### config.mk
export PLATFORM = sky130hd
export DESIGN_NAME = pat_timer
export DESIGN_NICKNAME = d
export VERILOG_FILES = /design/src/rtl/pat_pkg.sv /design/src/rtl/pat_timer.sv /design/src/rtl/pat_cap_sync.sv
export SDC_FILE = /design/constraint.sdc
export NUM_CORES = 1
export LEC_CHECK = 0
export BUFFER_PORTS_ARGS = -buffer_cell sky130_fd_sc_hd__clkbuf_2
export CAP_MARGIN = 20
export CORE_MARGIN = 2
export CORE_UTILIZATION = 58
export CTS_BUF_LIST = sky130_fd_sc_hd__clkbuf_8
export DETAILED_ROUTE_END_ITERATION = 8
export MAX_ROUTING_LAYER = met4
export PLACE_DENSITY = 0.8
export SYNTH_ARGS = -nofsm -noshare
export SYNTH_HDL_FRONTEND = slang
export SYNTH_SLANG_ARGS = --single-unit
### constraint.sdc
create_clock -name clk_i -period 5.4 [get_ports clk_i]
set_input_delay 0.81 -clock clk_i [delete_from_list [all_inputs] [get_ports clk_i]]
set_output_delay 0.81 -clock clk_i [all_outputs]
set_load 0.02 [all_outputs]
### src/rtl/pat_pkg.sv
/*
 * Shared constants of the auto-reload PWM timer: register indexes, field
 * positions, reset value and bus widths.
 * Assumes a 32-bit APB register bus whose byte address is four times the index.
 */
package pat_pkg;

    // ----------------------------------------------------------------
    // Register indexes (byte address = index * 4)
    // ----------------------------------------------------------------
    localparam logic [5:0] IDX_DUTY3 = 6'h31;
    localparam logic [5:0] IDX_DUTY2 = 6'h32;
    localparam logic [5:0] IDX_DUTY1 = 6'h33;
    localparam logic [5:0] IDX_DUTY0 = 6'h34;
    localparam logic [5:0] IDX_PWMCTL = 6'h35;
    localparam logic [5:0] IDX_CSR = 6'h36;
    localparam logic [5:0] IDX_CNT = 6'h37;
    localparam logic [5:0] IDX_ARR = 6'h38;
    localparam logic [5:0] IDX_CAPCSR = 6'h39;
    localparam logic [5:0] IDX_CAP1 = 6'h3A;
    localparam logic [5:0] IDX_CAP2 = 6'h3B;

    // ----------------------------------------------------------------
    // Field positions
    // ----------------------------------------------------------------
    localparam int CSR_EXT_CLOCK_SELECT = 7;
    localparam int CSR_CC_LSB = 4;
    localparam int CSR_TCE = 3;
    localparam int CSR_FORCE_RELOAD = 2;
    localparam int CSR_OIE = 1;
    localparam int CSR_OVF = 0;
    localparam int PWM_OE_LSB = 4;
    localparam int PWM_OP_LSB = 0;
    localparam int CAP_CS_LSB = 4;
    localparam int CAP_CIE_LSB = 2;
    localparam int CAP_CF_LSB = 0;

    // ----------------------------------------------------------------
    // Reset value and counter limits
    // ----------------------------------------------------------------
    localparam logic [7:0] REG_RST = 8'h00;
    localparam logic [7:0] CNT_TOP = 8'hFF;
    localparam int ADDR_W = 8;
    localparam int DATA_W = 32;

endpackage : pat_pkg

### src/rtl/pat_timer.sv
/*
 * 8-bit auto-reload PWM timer with four PWM channels and two input captures,
 * registers reached over APB.
 * Assumes synchronous inputs except the capture pins, a single clock and a
 * synchronous active-high reset.
 */
// Functional notes
// - Clock select bit picks prescaler input: 0 system clock, 1 external clock
// - Three-bit field divides the input clock by two to its power
// - Enable low freezes prescaler and counter; high lets counter run
// - Force reload is write-only, reads zero, loads reload value, clears prescaler
// - Overflow interrupt enable gates the overflow request
// - Overflow flag set on FFh wrap, cleared by reading control/status
// - Counter register reads live count; writes update it while running
// - Each overflow loads the counter from the reload register
// - At each overflow reload, outputs take their period-start level
// - Reload value sets period and resolution as 256 minus reload
// - Four output enables connect each channel to its pin independently
// - Polarity 0: high while count at most compare; polarity 1 inverts
// - Polarity change inverts the output immediately
// - Duty register gives the second edge; reload gives the common first
// - Top two bits of capture control/status read zero
// - Capture sensitivity bit: 0 falling edge, 1 rising edge
// - Capture interrupt enables mask each channel independently
// - Capture sets channel flag; reading its capture register clears it
// - Capture register holds the counter value taken at the event
// - Every register resets to zero
// - Hidden compare registers reload from duty registers at each overflow
// - After a capture, further captures blocked until the register is read
// - Capture inputs synchronised to the system clock before latching
// - Counter steps on each prescaled tick; overflow reload leaves prescaler alone
`timescale 1ns/10ps
module pat_timer #(
    parameter int NUM_PWM = 4,
    parameter int NUM_CAP = 2
) (
    input wire logic clk_i,
    input wire logic rst_i,
    input wire logic psel_i,
    input wire logic penable_i,
    input wire logic pwrite_i,
    input wire logic [pat_pkg::ADDR_W-1:0] paddr_i,
    input wire logic [pat_pkg::DATA_W-1:0] pwdata_i,
    output logic [pat_pkg::DATA_W-1:0] prdata_o,
    output logic pready_o,
    output logic pslverr_o,
    input wire logic ext_clk_i,
    input wire logic [NUM_CAP-1:0] capture_input_pin_i,
    output logic [NUM_PWM-1:0] pwm_output_pin_o,
    output logic [NUM_PWM-1:0] pwm_output_pin_oe_o,
    output logic irq_o
);

    // ----------------------------------------------------------------
    // State
    // ----------------------------------------------------------------
    typedef struct packed {
        logic [NUM_PWM-1:0][7:0] duty;
        logic [NUM_PWM-1:0][7:0] ocr;
        logic [NUM_PWM-1:0] oe;
        logic [NUM_PWM-1:0] op;
        logic ext_clock_select;
        logic [2:0] cc;
        logic counter_run_enable;
        logic overflow_irq_enable;
        logic ovf;
        logic [7:0] cnt;
        logic [7:0] arr;
        logic [6:0] psc;
        logic ext_prev;
        logic [NUM_CAP-1:0] cs;
        logic [NUM_CAP-1:0] cie;
        logic [NUM_CAP-1:0] cf;
        logic [NUM_CAP-1:0][7:0] icr;
        logic [NUM_CAP-1:0] cf_rd_ok;
        logic ovf_rd_ok;
        logic [pat_pkg::DATA_W-1:0] prdata;
        logic pready;
        logic pslverr;
        logic [NUM_PWM-1:0] pwm;
        logic [NUM_PWM-1:0] pwm_oe;
        logic irq;
    } pat_state_t;

    pat_state_t s_r;
    pat_state_t s_nxt;

    logic [NUM_CAP-1:0] cap_ev;
    logic [5:0] idx;
    logic setup;
    logic acc;
    logic wr;
    logic rd;
    logic in_tick;
    logic cnt_tick;
    logic ovf_ev;
    logic [6:0] psc_mask;
    logic [7:0] wdat;

    // ----------------------------------------------------------------
    // Capture synchronisers
    // ----------------------------------------------------------------
    generate
        for (genvar g = 0; g < NUM_CAP; g++) begin : g_cap
            pat_cap_sync u_sync (
                .clk_i(clk_i),
                .rst_i(rst_i),
                .pin_i(capture_input_pin_i[g]),
                .rising_sel_i(s_r.cs[g]),
                .event_o(cap_ev[g])
            );
        end
    endgenerate

    // ----------------------------------------------------------------
    // Bus decode and clock ticks
    // ----------------------------------------------------------------
    assign idx = paddr_i[7:2];
    assign setup = psel_i & ~penable_i;
    assign acc = psel_i & penable_i & s_r.pready;
    assign wr = acc & pwrite_i;
    assign rd = acc & ~pwrite_i;
    assign wdat = pwdata_i[7:0];
    assign in_tick = s_r.ext_clock_select ? (ext_clk_i & ~s_r.ext_prev) : 1'b1;
    assign psc_mask = 7'((8'h01 << s_r.cc) - 8'h01);
    assign cnt_tick = s_r.counter_run_enable & in_tick & ((s_r.psc & psc_mask) == psc_mask);
    assign ovf_ev = cnt_tick & (s_r.cnt == pat_pkg::CNT_TOP);

    // ----------------------------------------------------------------
    // Next state
    // ----------------------------------------------------------------
    always_comb begin
        logic [7:0] rdat;
        logic hit;
        logic lvl;
        logic [NUM_CAP-1:0] clr;
        rdat = 8'h00;
        hit = 1'b1;
        lvl = 1'b0;
        clr = '0;
        s_nxt = s_r;
        s_nxt.ext_prev = ext_clk_i;

        // Read mux
        case (idx)
            pat_pkg::IDX_PWMCTL: rdat = {s_r.oe, s_r.op};
            pat_pkg::IDX_CSR: begin
                rdat = {s_r.ext_clock_select, s_r.cc, s_r.counter_run_enable, 1'b0, s_r.overflow_irq_enable, s_r.ovf};
            end
            pat_pkg::IDX_CNT: rdat = s_r.cnt;
            pat_pkg::IDX_ARR: rdat = s_r.arr;
            pat_pkg::IDX_CAPCSR: rdat = {2'b00, s_r.cs, s_r.cie, s_r.cf};
            pat_pkg::IDX_CAP1: rdat = s_r.icr[0];
            pat_pkg::IDX_CAP2: rdat = s_r.icr[1];
            pat_pkg::IDX_DUTY3: rdat = s_r.duty[3];
            pat_pkg::IDX_DUTY2: rdat = s_r.duty[2];
            pat_pkg::IDX_DUTY1: rdat = s_r.duty[1];
            pat_pkg::IDX_DUTY0: rdat = s_r.duty[0];
            default: hit = 1'b0;
        endcase

        // APB answer, one wait-free access phase
        s_nxt.pready = setup;
        s_nxt.pslverr = setup & ~hit;
        s_nxt.prdata = (setup & hit) ? {24'h000000, rdat} : 32'h00000000;
        if (setup) begin
            s_nxt.ovf_rd_ok = (idx == pat_pkg::IDX_CSR) & s_r.ovf;
            s_nxt.cf_rd_ok[0] = (idx == pat_pkg::IDX_CAP1) & s_r.cf[0];
            s_nxt.cf_rd_ok[1] = (idx == pat_pkg::IDX_CAP2) & s_r.cf[1];
        end

        // Prescaler and counter
        if (s_r.counter_run_enable & in_tick) begin
            s_nxt.psc = s_r.psc + 7'h01;
        end
        if (cnt_tick) begin
            s_nxt.cnt = ovf_ev ? s_r.arr : s_r.cnt + 8'h01;
        end
        if (ovf_ev) begin
            s_nxt.cnt = s_r.arr;
            s_nxt.ocr = s_r.duty;
        end

        // Register writes
        if (wr) begin
            case (idx)
                pat_pkg::IDX_PWMCTL: begin
                    s_nxt.oe = wdat[pat_pkg::PWM_OE_LSB +: 4];
                    s_nxt.op = wdat[pat_pkg::PWM_OP_LSB +: 4];
                end
                pat_pkg::IDX_CSR: begin
                    s_nxt.ext_clock_select = wdat[pat_pkg::CSR_EXT_CLOCK_SELECT];
                    s_nxt.cc = wdat[pat_pkg::CSR_CC_LSB +: 3];
                    s_nxt.counter_run_enable = wdat[pat_pkg::CSR_TCE];
                    s_nxt.overflow_irq_enable = wdat[pat_pkg::CSR_OIE];
                    if (wdat[pat_pkg::CSR_FORCE_RELOAD]) begin
                        s_nxt.cnt = s_r.arr;
                        s_nxt.psc = 7'h00;
                    end
                end
                pat_pkg::IDX_CNT: begin
                    s_nxt.cnt = wdat;
                    s_nxt.psc = 7'h00;
                end
                pat_pkg::IDX_ARR: s_nxt.arr = wdat;
                pat_pkg::IDX_CAPCSR: begin
                    s_nxt.cs = wdat[pat_pkg::CAP_CS_LSB +: 2];
                    s_nxt.cie = wdat[pat_pkg::CAP_CIE_LSB +: 2];
                end
                pat_pkg::IDX_DUTY3: s_nxt.duty[3] = wdat;
                pat_pkg::IDX_DUTY2: s_nxt.duty[2] = wdat;
                pat_pkg::IDX_DUTY1: s_nxt.duty[1] = wdat;
                pat_pkg::IDX_DUTY0: s_nxt.duty[0] = wdat;
                default: s_nxt.ovf = s_r.ovf;
            endcase
        end

        // Overflow flag: set wins over read clear
        s_nxt.ovf = ovf_ev | (s_r.ovf & ~(rd & (idx == pat_pkg::IDX_CSR) & s_r.ovf_rd_ok));

        // Capture channels
        for (int k = 0; k < NUM_CAP; k++) begin
            clr[k] = rd & s_r.cf_rd_ok[k] &
                (idx == (k == 0 ? pat_pkg::IDX_CAP1 : pat_pkg::IDX_CAP2));
            if (cap_ev[k] & (~s_r.cf[k] | clr[k])) begin
                s_nxt.icr[k] = s_r.cnt;
                s_nxt.cf[k] = 1'b1;
            end else if (clr[k]) begin
                s_nxt.cf[k] = 1'b0;
            end
        end

        // PWM outputs from next count, compare and polarity
        for (int k = 0; k < NUM_PWM; k++) begin
            lvl = (s_nxt.cnt <= s_nxt.ocr[k]) ^ s_nxt.op[k];
            s_nxt.pwm[k] = s_nxt.oe[k] & lvl;
        end
        s_nxt.pwm_oe = s_nxt.oe;

        // Interrupt request
        s_nxt.irq = (s_nxt.ovf & s_nxt.overflow_irq_enable) | (|(s_nxt.cf & s_nxt.cie));
    end

    // ----------------------------------------------------------------
    // State register
    // ----------------------------------------------------------------
    always_ff @(posedge clk_i) begin
        if (rst_i) begin
            s_r <= '0;
        end else begin
            s_r <= s_nxt;
        end
    end

    assign prdata_o = s_r.prdata;
    assign pready_o = s_r.pready;
    assign pslverr_o = s_r.pslverr;
    assign pwm_output_pin_o = s_r.pwm;
    assign pwm_output_pin_oe_o = s_r.pwm_oe;
    assign irq_o = s_r.irq;
endmodule : pat_timer

### src/rtl/pat_cap_sync.sv
/*
 * Capture input synchroniser and edge detector for one capture channel.
 * Assumes the pin is asynchronous to clk_i; event_o is a one-cycle pulse.
 */
`timescale 1ns/10ps
module pat_cap_sync (
    input wire logic clk_i,
    input wire logic rst_i,
    input wire logic pin_i,
    input wire logic rising_sel_i,
    output logic event_o
);

    typedef struct packed {
        logic s1;
        logic s2;
        logic s3;
    } pat_sync_st_t;

    pat_sync_st_t s_r;
    pat_sync_st_t s_nxt;

    // ----------------------------------------------------------------
    // Two-stage synchroniser plus history stage
    // ----------------------------------------------------------------
    always_comb begin
        s_nxt = s_r;
        s_nxt.s1 = pin_i;
        s_nxt.s2 = s_r.s1;
        s_nxt.s3 = s_r.s2;
    end

    always_ff @(posedge clk_i) begin
        if (rst_i) begin
            s_r <= '0;
        end else begin
            s_r <= s_nxt;
        end
    end

    // Edge select: 1 rising, 0 falling
    assign event_o = rising_sel_i ? (s_r.s2 & ~s_r.s3) : (~s_r.s2 & s_r.s3);

endmodule : pat_cap_sync

After elaboration in Yosys (flattened, before gate mapping)
Cells that the tools add are included.
Widths: inputs -> output; s select.

word-level totals
  bits in read-only memories = 0
  memories = 0
  output and inout bits = 43
  flip-flop bits (word level) = 173
  RAM bits = 0
  logic and storage cells = 146
  bits in latches = 0

operators by class
  multiply operators = 0
  bitwise logic cells = 54
  equality and inequality tests = 13
  $lt $le $gt $ge = 4
  add/sub/neg operators = 3
  reductions and logical operators = 10
  muxes and demuxes = 23
  div/mod/pow operators = 0
  shift operators = 1

operators with widths
  cell                 count
  $pmux 8 s11          1
  $eq 6x6->1 const B   11
  $mux 8               5
  $mux 38              1
  $and 1x1->1          32
  $le 8x8->1           4
  $mux 32              1
  $pmux 8 s2           1
  $mux 7               2
  $pmux 7 s2           1
  $reduce_and 2->1     7
  $not 1->1            12
  $reduce_or 11->1     1
  $add 8x1->8 const B  1
  $eq 8x8->1 const B   1
  $mux 1               8
  $add 7x1->7 const B  1
  $and 7x7->7          1
  $eq 7x7->1           1
  $shl 1x3->7 const A  1
  $sub 7x1->7 const B  1
  $mux 6               1
  $mux 2               2
  $or 1x1->1           4
  3 further kinds      7

Longest topological paths before layout
Gate-level depths: netlist of run 1.

  depth in word-level cells = 13
  mapped depth = 18

Hierarchy
A second synthesis of run 1 with hierarchy kept.

unflattened totals
  cell total of the unflattened synthesis = 861
  area total of the unflattened synthesis = 7518.5 µm²

by module, submodules not included
  module        area an instance (µm²)  seq. area each (µm²)  instances  cells an instance
  pat_timer     7315.8                  2862.7                1          843
  pat_cap_sync  101.3                   60.1                  2          9

Least setup slack after synthesis of run 1
OpenSTA, ideal clock, no wires.

  path type = input-to-reg
  start point = input ext_clk_i
  end point = register s_r, in the netlist pwm_output_pin_o[0]
  setup slack = 1.242 ns
  cell stages on the path = 14
  buffers on the path = 1
  data arrival time = 4.042 ns
  path through = nor2b_1 o21ai_1 a2111oi_4 nand2_2 buf_1 mux2i_1 ha_1 a21o_1 a211oi_1 nor2_1 o221ai_1 nor4_1 or4_1 and3_1

on the way
  cells in the longest elaborated chain, start to end = 12

RTL lines
  item                                   RTL line                            RTL
  from (decl)                            pat_timer.sv:47                     input wire logic ext_clk_i,
  $and 1x1->1 *                          pat_timer.sv:124                    assign in_tick = s_r.ext_clock_select ? (ext_clk_i & ~s_r.ext_prev) : 1'b1;
  $mux 1 *                               pat_timer.sv:124
  $and 1x1->1 * (2 in a row)             pat_timer.sv:126                    assign cnt_tick = s_r.counter_run_enable & in_tick & ((s_r.psc & psc_mask) == psc_mask);
  $mux 8 or $and 1x1->1 (tied branches)  pat_timer.sv:176, pat_timer.sv:127
  $mux 8                                 pat_timer.sv:179                    if (ovf_ev) begin
  $mux 8                                 pat_timer.sv:196                    if (wdat[pat_pkg::CSR_FORCE_RELOAD]) begin
  $pmux 8 s2                             pat_timer.sv:186                    case (idx)
  $mux 38                                pat_timer.sv:185                    if (wr) begin
  $le 8x8->1 *                           pat_timer.sv:235                    lvl = (s_nxt.cnt <= s_nxt.ocr[k]) ^ s_nxt.op[k];
  $xor 1x1->1 *                          pat_timer.sv:235
  $and 1x1->1 *                          pat_timer.sv:236                    s_nxt.pwm[k] = s_nxt.oe[k] & lvl;
  to (signal assigned)                   pat_timer.sv:251                    s_r <= s_nxt;
  to (decl)                              pat_timer.sv:85                     pat_state_t s_r;

Every way passes the cells marked *; elsewhere a longest branch is shown, timed or not.
A chain may end at the register's enable or synchronous reset.

Final worst setup path of run 1
  start point = register s_r[97] in the netlist's numbering
  end point = register s_r, in the netlist pwm_output_pin_o[0]

on the way
  cells in the longest elaborated chain, start to end = 13

RTL lines
  item                                   RTL line                            RTL
  $shl 1x3->7 *                          pat_timer.sv:125                    assign psc_mask = 7'((8'h01 << s_r.cc) - 8'h01);
  $sub 7x1->7 *                          pat_timer.sv:125
  $and 7x7->7                            pat_timer.sv:126
  $eq 7x7->1 *                           pat_timer.sv:126
  $and 1x1->1 *                          pat_timer.sv:126
  $mux 8 or $and 1x1->1 (tied branches)  pat_timer.sv:176, pat_timer.sv:127
  $mux 8                                 pat_timer.sv:179
  $mux 8                                 pat_timer.sv:196
  $pmux 8 s2                             pat_timer.sv:186
  $mux 38                                pat_timer.sv:185
  $le 8x8->1 *                           pat_timer.sv:235
  $xor 1x1->1 *                          pat_timer.sv:235
  $and 1x1->1 *                          pat_timer.sv:236

Marks and branches as above.

==> results of run 1 <==
==> flip-flops by register name (all words and copies together) (netlist names), 2 cells and up <==
register,count
s_r,124
pwm_output_pin_o,4
pwm_output_pin_oe_o,4
g_cap.u_sync.s_r,2
prdata_o,8
g_cap.u_sync.s_nxt,4
==> per-layer routing <==
metal,up-vias,wire length (um)
met3,88,2090
met4,0,1100
met2,388,9640
met5,-,0
li1,2938,-
met1,3064,8660
==> area by class of cell <==
| type | instances | share of cell area |
|---|---|---|
| Clock inverter | 12 | 0.0251 |
| Timing Repair Buffer | 58 | 0.0427 |
| Tap cell | 168 | 0.0265 |
| Sequential cell | 149 | 0.377 |
| Inverter | 9 | 0.00427 |
| Clock buffer | 20 | 0.0348 |
| Multi-Input combinational cell | 609 | 0.490 |
==> kinds of logic after synthesis <==
kind of cell / after synthesis / share of synthesized area
multiplexers: 79 / 0.109
XOR/XNOR: 8 / 0.00964
AND/OR/NAND/NOR: 307 / 0.194
AO/OA/AOI/OAI: 161 / 0.155
flip-flops: 149 / 0.410
buffers and inverters: 96 / 0.0706
adder cells (fa/ha/maj): 30 / 0.0516
other: 1 / 0.000516
==> power by group through the flow <==
| stage | logic (mW) | clock network [mW] | registers (mW) |
|---|---|---|---|
| global route | 0.0927 | 1.06 | 1.10 |
| CTS | 0.0841 | 1.01 | 1.10 |
| global placement | 0.0826 | 0 | 1.13 |
| detailed placement | 0.0837 | 0 | 1.13 |
| finish | 0.0874 | 1.01 | 1.10 |
| floorplan | 0.0694 | 0 | 1.13 |
==> path summary, 6_finish.rpt <==
kind,from,end,slack (ns)
worst max-delay path,s_r[97],pwm_output_pin_o[0],0.68
worst max register to register,s_r[97],pwm_output_pin_o[0],0.68
worst min register to register,g_cap[1].u_sync.s_nxt[1],g_cap[1].u_sync.s_nxt[0],0.44
worst min-delay path,g_cap[1].u_sync.s_nxt[1],g_cap[1].u_sync.s_nxt[0],0.44
==> cell usage in the layout (no fill, tap or decap), drive strengths merged, types with 6 or more instances in the layout <==
cell type	n
a32oi	6
o21ai	16
nand2	67
nor2b	15
clkbuf	59
conb	24
inv	11
nand4	6
nor2	116
nand2b	10
nor3	8
dfxtp	149
a21oi	55
a22oi	6
a21o	8
nand3	53
nor4	15
ha	30
mux2i	79
a31oi	8
a22o	14
a221oi	15
buf	19
==> critical path: stages (launching register included) <==
cell and delay, ns:
dfxtp_1 0.41, nor2b_1 0.18, o221a_1 0.29, a2111oi_4 0.79
nand2_2 0.42, buf_4 0.34, mux2i_1 0.23, ha_1 0.29
a21o_1 0.18, a211oi_1 0.29, nor2_1 0.08, o221ai_1 0.26
nor4_1 0.10, or4_1 0.55, and3_1 0.19
==> results.py, run 1 <==
metrics = {
    "finish": {
        "area_growth_pct": 8.93,
        "fin_cells": 1025,
        "stdcell_area_sq_mm": 0.00792,
        "seqCellArea_sq_mm": 0.00298,
        "finish.utilization": 0.654,
        "antenna_cells": 0,
        "multi_input_area_sq_mm": 0.00388,
        "fillers": 1008,
        "drive_above_1_share": 0.114,
        "num-nets-final": 922,
    },
    "sta": {
        "max_freq_mhz": 212,
        "rsz0062_at_grt": "no",
        "hold_viol_final": 0,
        "max_slew_margin": 0.230,
        "worst_slack_ns": 0.685,
        "setup_viol": 0,
        "setup_tns_ns": 0,
        "tightest_slew_ns": 1.15,
        "fin_skew_ns": 0.0102,
        "fin_crit_sh": 0.873,
        "min_period_ns": 4.72,
        "slew_viol_final": 0,
        "holdWs_ns": 0.442,
    },
    "floorplan": {
        "ios": 91,
        "start_util": 0.600,
        "std_cell_rows": 40,
        "die-area_sq_mm": 0.0134,
        "core_area_sq_mm": 0.0121,
        "die_x_um": 116,
        "fp.dieH_um": 116,
    },
    "placement": {
        "gp_congestion": 0.990,
        "post-dp-hpwl_um": 15000,
        "place_inst": 993,
        "postPlaceCellArea_sq_mm": 0.00745,
        "place_ws_ns": 0.496,
        "port_buffers": 40,
    },
    "yosys": {
        "ys_seq_area_frac": 0.410,
        "syn-instance-count": 831,
        "async_flop_share": 0,
        "synth_edf_count": 0,
        "synth_most_common_cell": "dfxtp_1",
        "yosys-top-cells-count": "149 x dfxtp_1, 116 x nor2_1, 79 x mux2i_1, 66 x nand2_1, 54 x a21oi_1",
        "synthDominantCellAreaShare": 0.410,
        "synth_ff_type": "dfxtp_1",
        "syn_avg_cell_area_sq_um": 8.75,
        "ys.warnings.count": 0,
        "synth_cell_types": 56,
        "synth_area_leaders": "dfxtp_1 41%, mux2i_1 11%, nor2_1 6.0%",
        "synth_seq_cells": 149,
        "netlist_area_sq_mm": 0.00727,
        "yosysTopAreaCell": "dfxtp_1",
    },
    "global_routing": {
        "busiest_layer": "met2",
        "grt_pass1_wl_um": 32500,
        "gr-total-overflow": 0,
        "antenna_found_initial": 0,
        "met2_usage": 0.501,
        "grtUsageMet1": 0.411,
        "use_met3": 0.0894,
        "grt_pass1_vias": 5923,
        "grt_max_degree": 101,
        "grt.total_usage": 0.334,
    },
    "critical_path": {
        "path_class": "register to register",
        "end_kind": "register",
        "critPathMaxFanout": 14,
        "ff2ff_path_depth": 14,
        "crit_arrival_ns": 5.07,
        "crit_required_ns": 5.76,
        "start_kind": "register",
    },
    "min_path": {
        "min_path_type": "register to register",
        "holdPathStages": 1,
    },
    "power": {
        "cellLeakagePower_nw": 3.27,
        "seq_power_share": 0.501,
        "ir_worst_vdd_mv": 0.220,
        "p_int_mw": 1.70,
        "p_per_area_mw_per_mm2": 278,
        "combPwrFrac": 0.040,
        "clkPwrFrac": 0.460,
        "switching_share": 0.226,
        "power_mw": 2.20,
        "p_sw_mw": 0.498,
    },
    "flow_run": {
        "drv_cap": 0,
    },
    "clock_tree": {
        "cts_buffers": 17,
        "clk_path_buf_depth": 2,
        "post_cts_buffers": 0,
        "cts_sinks": 149,
        "root_buffer": "clkbuf_8",
        "cts_tree": "built",
        "cts_hold_buf": 0,
        "h-tree-depth": 4,
        "clk_latency_ns": 0.46,
        "clk_pin_slew_ns": 0.08,
        "ctsResizeCount": 0,
    },
    "detailed_routing": {
        "routed_wirelength_um": 21500,
        "vias": 6478,
        "vias_per_cell": 6.32,
        "antenna_left": 0,
        "drt-pass1-iter-count": 6,
        "drc": 0,
        "drt-initial-drc-count": 798,
        "wl_per_cell_um": 21.0,
    },
    "outcome": {
        "outcome": "finished clean",
    },
}
No activity file was read; power rests on OpenSTA's default activity.
==> run 2: changes to the inputs <==
- PLACE_DENSITY: 0.8 -> 0.83
==> results.py, run 2 (synthesis results as in run 1) <==
metrics = {
    "clock_tree": {
        "root_buffer": "clkbuf_8",
        "post_cts_buffers": 0,
        "cts_tree": "built",
        "h-tree-depth": 4,
        "clk_path_buf_depth": 2,
        "clk_latency_ns": 0.47,
        "cts_hold_buf": 0,
        "cts_buffers": 17,
        "cts_sinks": 149,
        "clk_pin_slew_ns": 0.08,
        "ctsResizeCount": 0,
    },
    "critical_path": {
        "critPathMaxFanout": 8,
        "crit_required_ns": 5.76,
        "crit_arrival_ns": 4.79,
        "path_class": "input pin to register",
        "start_kind": "input pin",
        "critical_path.slowest_cell": "or3_1",
        "crit_path_max_incr_delay_ns": 0.56,
        "path_cells": "clkbuf_2 -> nand4b_1 -> or3_1 -> inv_1 -> o21ai_0 -> o21ai_0 -> nor2_1 -> o21ai_0 -> nand2_1 -> ha_1 -> or3_1 -> o221ai_1 -> nor4_1 -> or4_1 -> and3_1",
        "cp_common_cell": "o21ai_0",
        "end_kind": "register",
    },
    "finish": {
        "drive_above_1_share": 0.111,
        "largest-register": "s_r",
        "antenna_cells": 0,
        "stdcell_area_sq_mm": 0.00784,
        "num-nets-final": 921,
        "final_cell_mix": "149 x dfxtp_1, 115 x nor2_1, 79 x mux2i_1",
        "largest_reg_flops": 124,
        "final_common_cell": "dfxtp_1",
        "area_growth_pct": 7.78,
    },
    "sta": {
        "max_freq_mhz": 225,
        "slew_viol_final": 0,
        "rsz0062_at_grt": "no",
        "setup_tns_ns": 0,
        "fin_skew_ns": 0.0123,
        "tightest_slew_ns": 1.11,
        "hold_viol_final": 0,
        "setup_viol": 0,
        "max_slew_margin": 0.259,
        "min_period_ns": 4.44,
        "holdWs_ns": 0.456,
        "fin_crit_sh": 0.821,
    },
    "outcome": {
        "outcome": "finished clean",
    },
    "global_routing": {
        "grt_pass1_wl_um": 30900,
        "grt_max_degree": 92,
        "gr-total-overflow": 0,
        "grt_pass1_vias": 5679,
        "grt.total_usage": 0.313,
        "antenna_found_initial": 0,
    },
    "detailed_routing": {
        "vias_per_cell": 6.29,
        "drc": 0,
        "antenna_left": 0,
        "drt-initial-drc-count": 816,
        "vias": 6441,
        "routed_wirelength_um": 19900,
        "wl_per_cell_um": 19.5,
        "drt-pass1-iter-count": 6,
    },
    "power": {
        "ir_worst_vdd_mv": 0.181,
        "switching_share": 0.243,
        "cellLeakagePower_nw": 3.24,
        "seq_power_share": 0.533,
        "p_int_mw": 1.57,
        "combPwrFrac": 0.041,
        "clkPwrFrac": 0.426,
        "p_per_area_mw_per_mm2": 264,
        "p_sw_mw": 0.503,
    },
    "placement": {
        "post-dp-hpwl_um": 13600,
        "port_buffers": 40,
        "gp_congestion": 1.04,
        "postPlaceCellArea_sq_mm": 0.00744,
    },
    "floorplan": {
        "core_area_sq_mm": 0.0121,
        "start_util": 0.600,
        "std_cell_rows": 40,
        "fp.dieH_um": 116,
        "ios": 91,
        "die_x_um": 116,
        "die-area_sq_mm": 0.0134,
    },
    "min_path": {
        "min_path_type": "register to register",
    },
    "flow_run": {
        "drv_cap": 0,
    },
}
-- run 2: cell count changes in the layout (fill, tap and decap cells not counted) --
cell,before,now
clkbuf_8,20,17
bufinv_16,5,3
clkinv_2,1,3
inv_1,10,12
buf_4,19,18
clkinv_4,1,0
clkinvlp_4,3,4
inv_6,1,2
-- run 2: cell type report --
type / instances / area (sq um)
clock buffers: 17 / 234
clock inverters: 15 / 164
fillers: 1032 / 4280
inverters: 9 / 33.8
multi-input cells: 609 / 3880
flip-flops and latches: 149 / 2980
well taps: 168 / 210
repair buffers: 57 / 330
-- run 2: worst paths after layout --
check	from	endpoint	slack (ns)	cells past startpoint
setup reg to reg	s_r[97]	pwm_output_pin_o[0]	0.99	14
hold / removal	g_cap[0].u_sync.s_nxt[1]	g_cap[0].u_sync.s_nxt[0]	0.46	1
hold reg to reg	g_cap[0].u_sync.s_nxt[1]	g_cap[0].u_sync.s_nxt[0]	0.46	1
setup / recovery	paddr_i[5]	pwm_output_pin_o[0]	0.96	15
-- run 2: through the flow --
step / power (mW) / instances / utilization / setup WS [ns]
after floorplan: 1.20 / 854 / - / 1.24
after global placement: 1.21 / 992 / 0.614 / 0.689
after global routing: 2.13 / 1024 / 0.647 / 0.723
after CTS: 2.08 / 1024 / 0.647 / 1.07
final: 2.07 / 1024 / 0.647 / 0.965
after detailed placement: 1.21 / 992 / 0.614 / 0.654
-- run 2: power groups by stage --
stage / clock network [mW] / registers [mW] / logic [mW]
final: 0.883 / 1.10 / 0.0851
after global routing: 0.932 / 1.10 / 0.0907
after floorplan: 0 / 1.13 / 0.0694
after global placement: 0 / 1.13 / 0.0819
after CTS: 0.891 / 1.10 / 0.0825
after detailed placement: 0 / 1.13 / 0.0823
-- run 2: critical path, delay by kind of cell --
family / cells / cell delay (ns)
buffers and inverters: 2 / 0.39
adders and majority gates: 1 / 0.31
and+or+nand+nor: 8 / 2.44
AOI/OAI and AO/OA: 4 / 0.83
-- run 2: layer usage --
layer,GRT usage,wire [um]
met4,0.139,905
met5,-,0
met1,0.408,8120
met3,0.0832,2370
met2,0.457,8530
==> run 3: changes to the inputs <==
- CORE_UTILIZATION: 58 -> 54
- PLACE_DENSITY: 0.83 -> 0.81
- clock period: 5.4 -> 3.75 ns (I/O delays scaled with it)
==> results.py, run 3 (synthesis results as in run 1) <==
metrics = {
    "clock_tree": {
        "cts_buffers": 17,
        "clk_path_buf_depth": 2,
        "clk_pin_slew_ns": 0.08,
        "cts_hold_buf": 0,
        "h-tree-depth": 4,
        "cts_sinks": 149,
        "root_buffer": "clkbuf_8",
        "clk_latency_ns": 0.48,
        "cts_tree": "built",
    },
    "sta": {
        "fin_crit_sh": 0.968,
        "max_freq_mhz": 276,
        "hold_viol_final": 0,
        "min_period_ns": 3.63,
        "slew_viol_final": 0,
        "fin_skew_ns": 0.0141,
        "setup_tns_ns": 0,
        "setup_viol": 0,
        "tightest_slew_ns": 0.872,
        "rsz0062_at_grt": "yes",
        "max_slew_margin": 0.414,
        "holdWs_ns": 0.297,
    },
    "placement": {
        "port_buffers": 40,
        "post-dp-hpwl_um": 15600,
        "place_inst": 1075,
        "gp_congestion": 1.07,
    },
    "detailed_routing": {
        "vias_per_cell": 6.10,
        "drc": 0,
        "wl_per_cell_um": 20.1,
        "routed_wirelength_um": 22300,
        "vias": 6767,
        "drt-pass1-iter-count": 6,
        "drt-initial-drc-count": 1026,
        "antenna_left": 0,
    },
    "critical_path": {
        "path_cells": "buf_4 -> a21o_1 -> a2111oi_4 -> buf_4 -> buf_12 -> nand2_2 -> buf_12 -> o21ai_1 -> nor2_1 -> o21ai_1 -> nand2_2 -> ha_2 -> or3_1 -> o221ai_2 -> nor4_1 -> or4_1 -> and3_1",
        "end_kind": "register",
        "path_delay_family": "simple AND/OR/NAND/NOR gates",
        "crit_arrival_ns": 4.00,
        "start_kind": "register",
        "path_buf_inv": 4,
        "critPathMaxFanout": 11,
        "crit_path_max_incr_delay_ns": 0.52,
        "crit_required_ns": 4.12,
        "path_class": "register to register",
        "critical_path.slowest_cell": "or4_1",
    },
    "global_routing": {
        "grt.total_usage": 0.316,
        "gr-total-overflow": 0,
        "grt_max_degree": 113,
        "antenna_found_initial": 0,
        "grt_pass1_wl_um": 33200,
        "grt_pass1_vias": 6063,
    },
    "power": {
        "clkPwrFrac": 0.396,
        "combPwrFrac": 0.051,
        "seq_power_share": 0.553,
        "p_int_mw": 2.13,
        "switching_share": 0.257,
        "ir_worst_vdd_mv": 0.308,
        "power_mw": 2.87,
        "p_sw_mw": 0.738,
        "p_per_area_mw_per_mm2": 334,
        "cellLeakagePower_nw": 3.60,
    },
    "finish": {
        "drive_above_1_share": 0.212,
        "antenna_cells": 0,
        "largest_reg_flops": 124,
        "fin_cells": 1109,
        "final_common_cell": "dfxtp_1",
        "final_cell_mix": "147 x dfxtp_1, 114 x nor2_1, 88 x buf_4",
        "fillers": 1073,
        "area_growth_pct": 18.1,
        "largest-register": "s_r",
        "num-nets-final": 998,
    },
    "floorplan": {
        "start_util": 0.551,
        "die_x_um": 120,
        "ios": 91,
        "fp.dieH_um": 120,
        "die-area_sq_mm": 0.0144,
        "std_cell_rows": 42,
        "core_area_sq_mm": 0.0132,
    },
    "flow_run": {
        "drv_cap": 0,
    },
    "min_path": {
        "min_path_type": "input pin to register",
    },
    "outcome": {
        "outcome": "finished clean",
    },
}
[run 3: cell types whose count changed in the layout (fill, tap and decap cells not counted), sizes merged]
cell      before  now
buf           18   95
clkbuf        56   59
inv           14   13
bufinv         3    0
clkinv         3    6
clkinvlp       4    2
[run 3: layout make-up]
type                       count  area, sq um  share of cell area
clock buffer                  20          275              0.0321
tap                          176          220              0.0256
multi-input combinational    609         4010               0.467
timing repair buffer         134          978               0.114
clock inverter                12         81.3             0.00947
sequential                   149         2990               0.348
inverter                       9         33.8             0.00393
[run 3: worst paths after layout]
check	start	end	slack (ns)	depth (start not counted)
setup / recovery	s_r[96]	pwm_output_pin_o[0]	0.12	17
hold / removal	capture_input_pin_i[0]	g_cap[0].u_sync.s_nxt[1]	0.30	2
setup reg to reg	s_r[96]	pwm_output_pin_o[0]	0.12	17
hold reg to reg	g_cap[1].u_sync.s_nxt[1]	g_cap[1].u_sync.s_nxt[0]	0.44	1
[run 3: repair_timing]
| action | CTS | global route |
|---|---|---|
| gates resized for setup | 4 | 27 |
| setup buffers | 1 | 1 |
| setup endpoints to repair | 4 | 4 |
| pin swaps | 1 | 8 |
[run 3: power by group through the flow]
stage                     clock network, mW  logic, mW  registers, mW
after CTS                              1.14      0.141           1.59
after global routing                   1.20      0.151           1.59
after global placement                    0      0.139           1.63
final                                  1.14      0.147           1.59
after floorplan                           0      0.100           1.63
after detailed placement                  0      0.139           1.63
[run 3: routing by layer]
metal,vias to the layer above,wire (um),global-route usage
li1,3087,-,-
met1,3134,8700,0.402
met2,442,9790,0.462
met3,104,2530,0.0656
met4,0,1320,0.189
met5,-,0,-
[run 3: stage by stage]
| stage | setup slack [ns] | cell area, sq um | util |
|---|---|---|---|
| 5_1_grt | -0.0500 | 8590 | 0.651 |
| 2_1_floorplan | 0.0222 | 7370 | - |
| 3_3_place_gp | -0.256 | 8080 | 0.613 |
| 6_report | 0.121 | 8590 | 0.651 |
| 3_5_place_dp | -0.272 | 8080 | 0.613 |
| 4_1_cts | 0.0212 | 8470 | 0.642 |
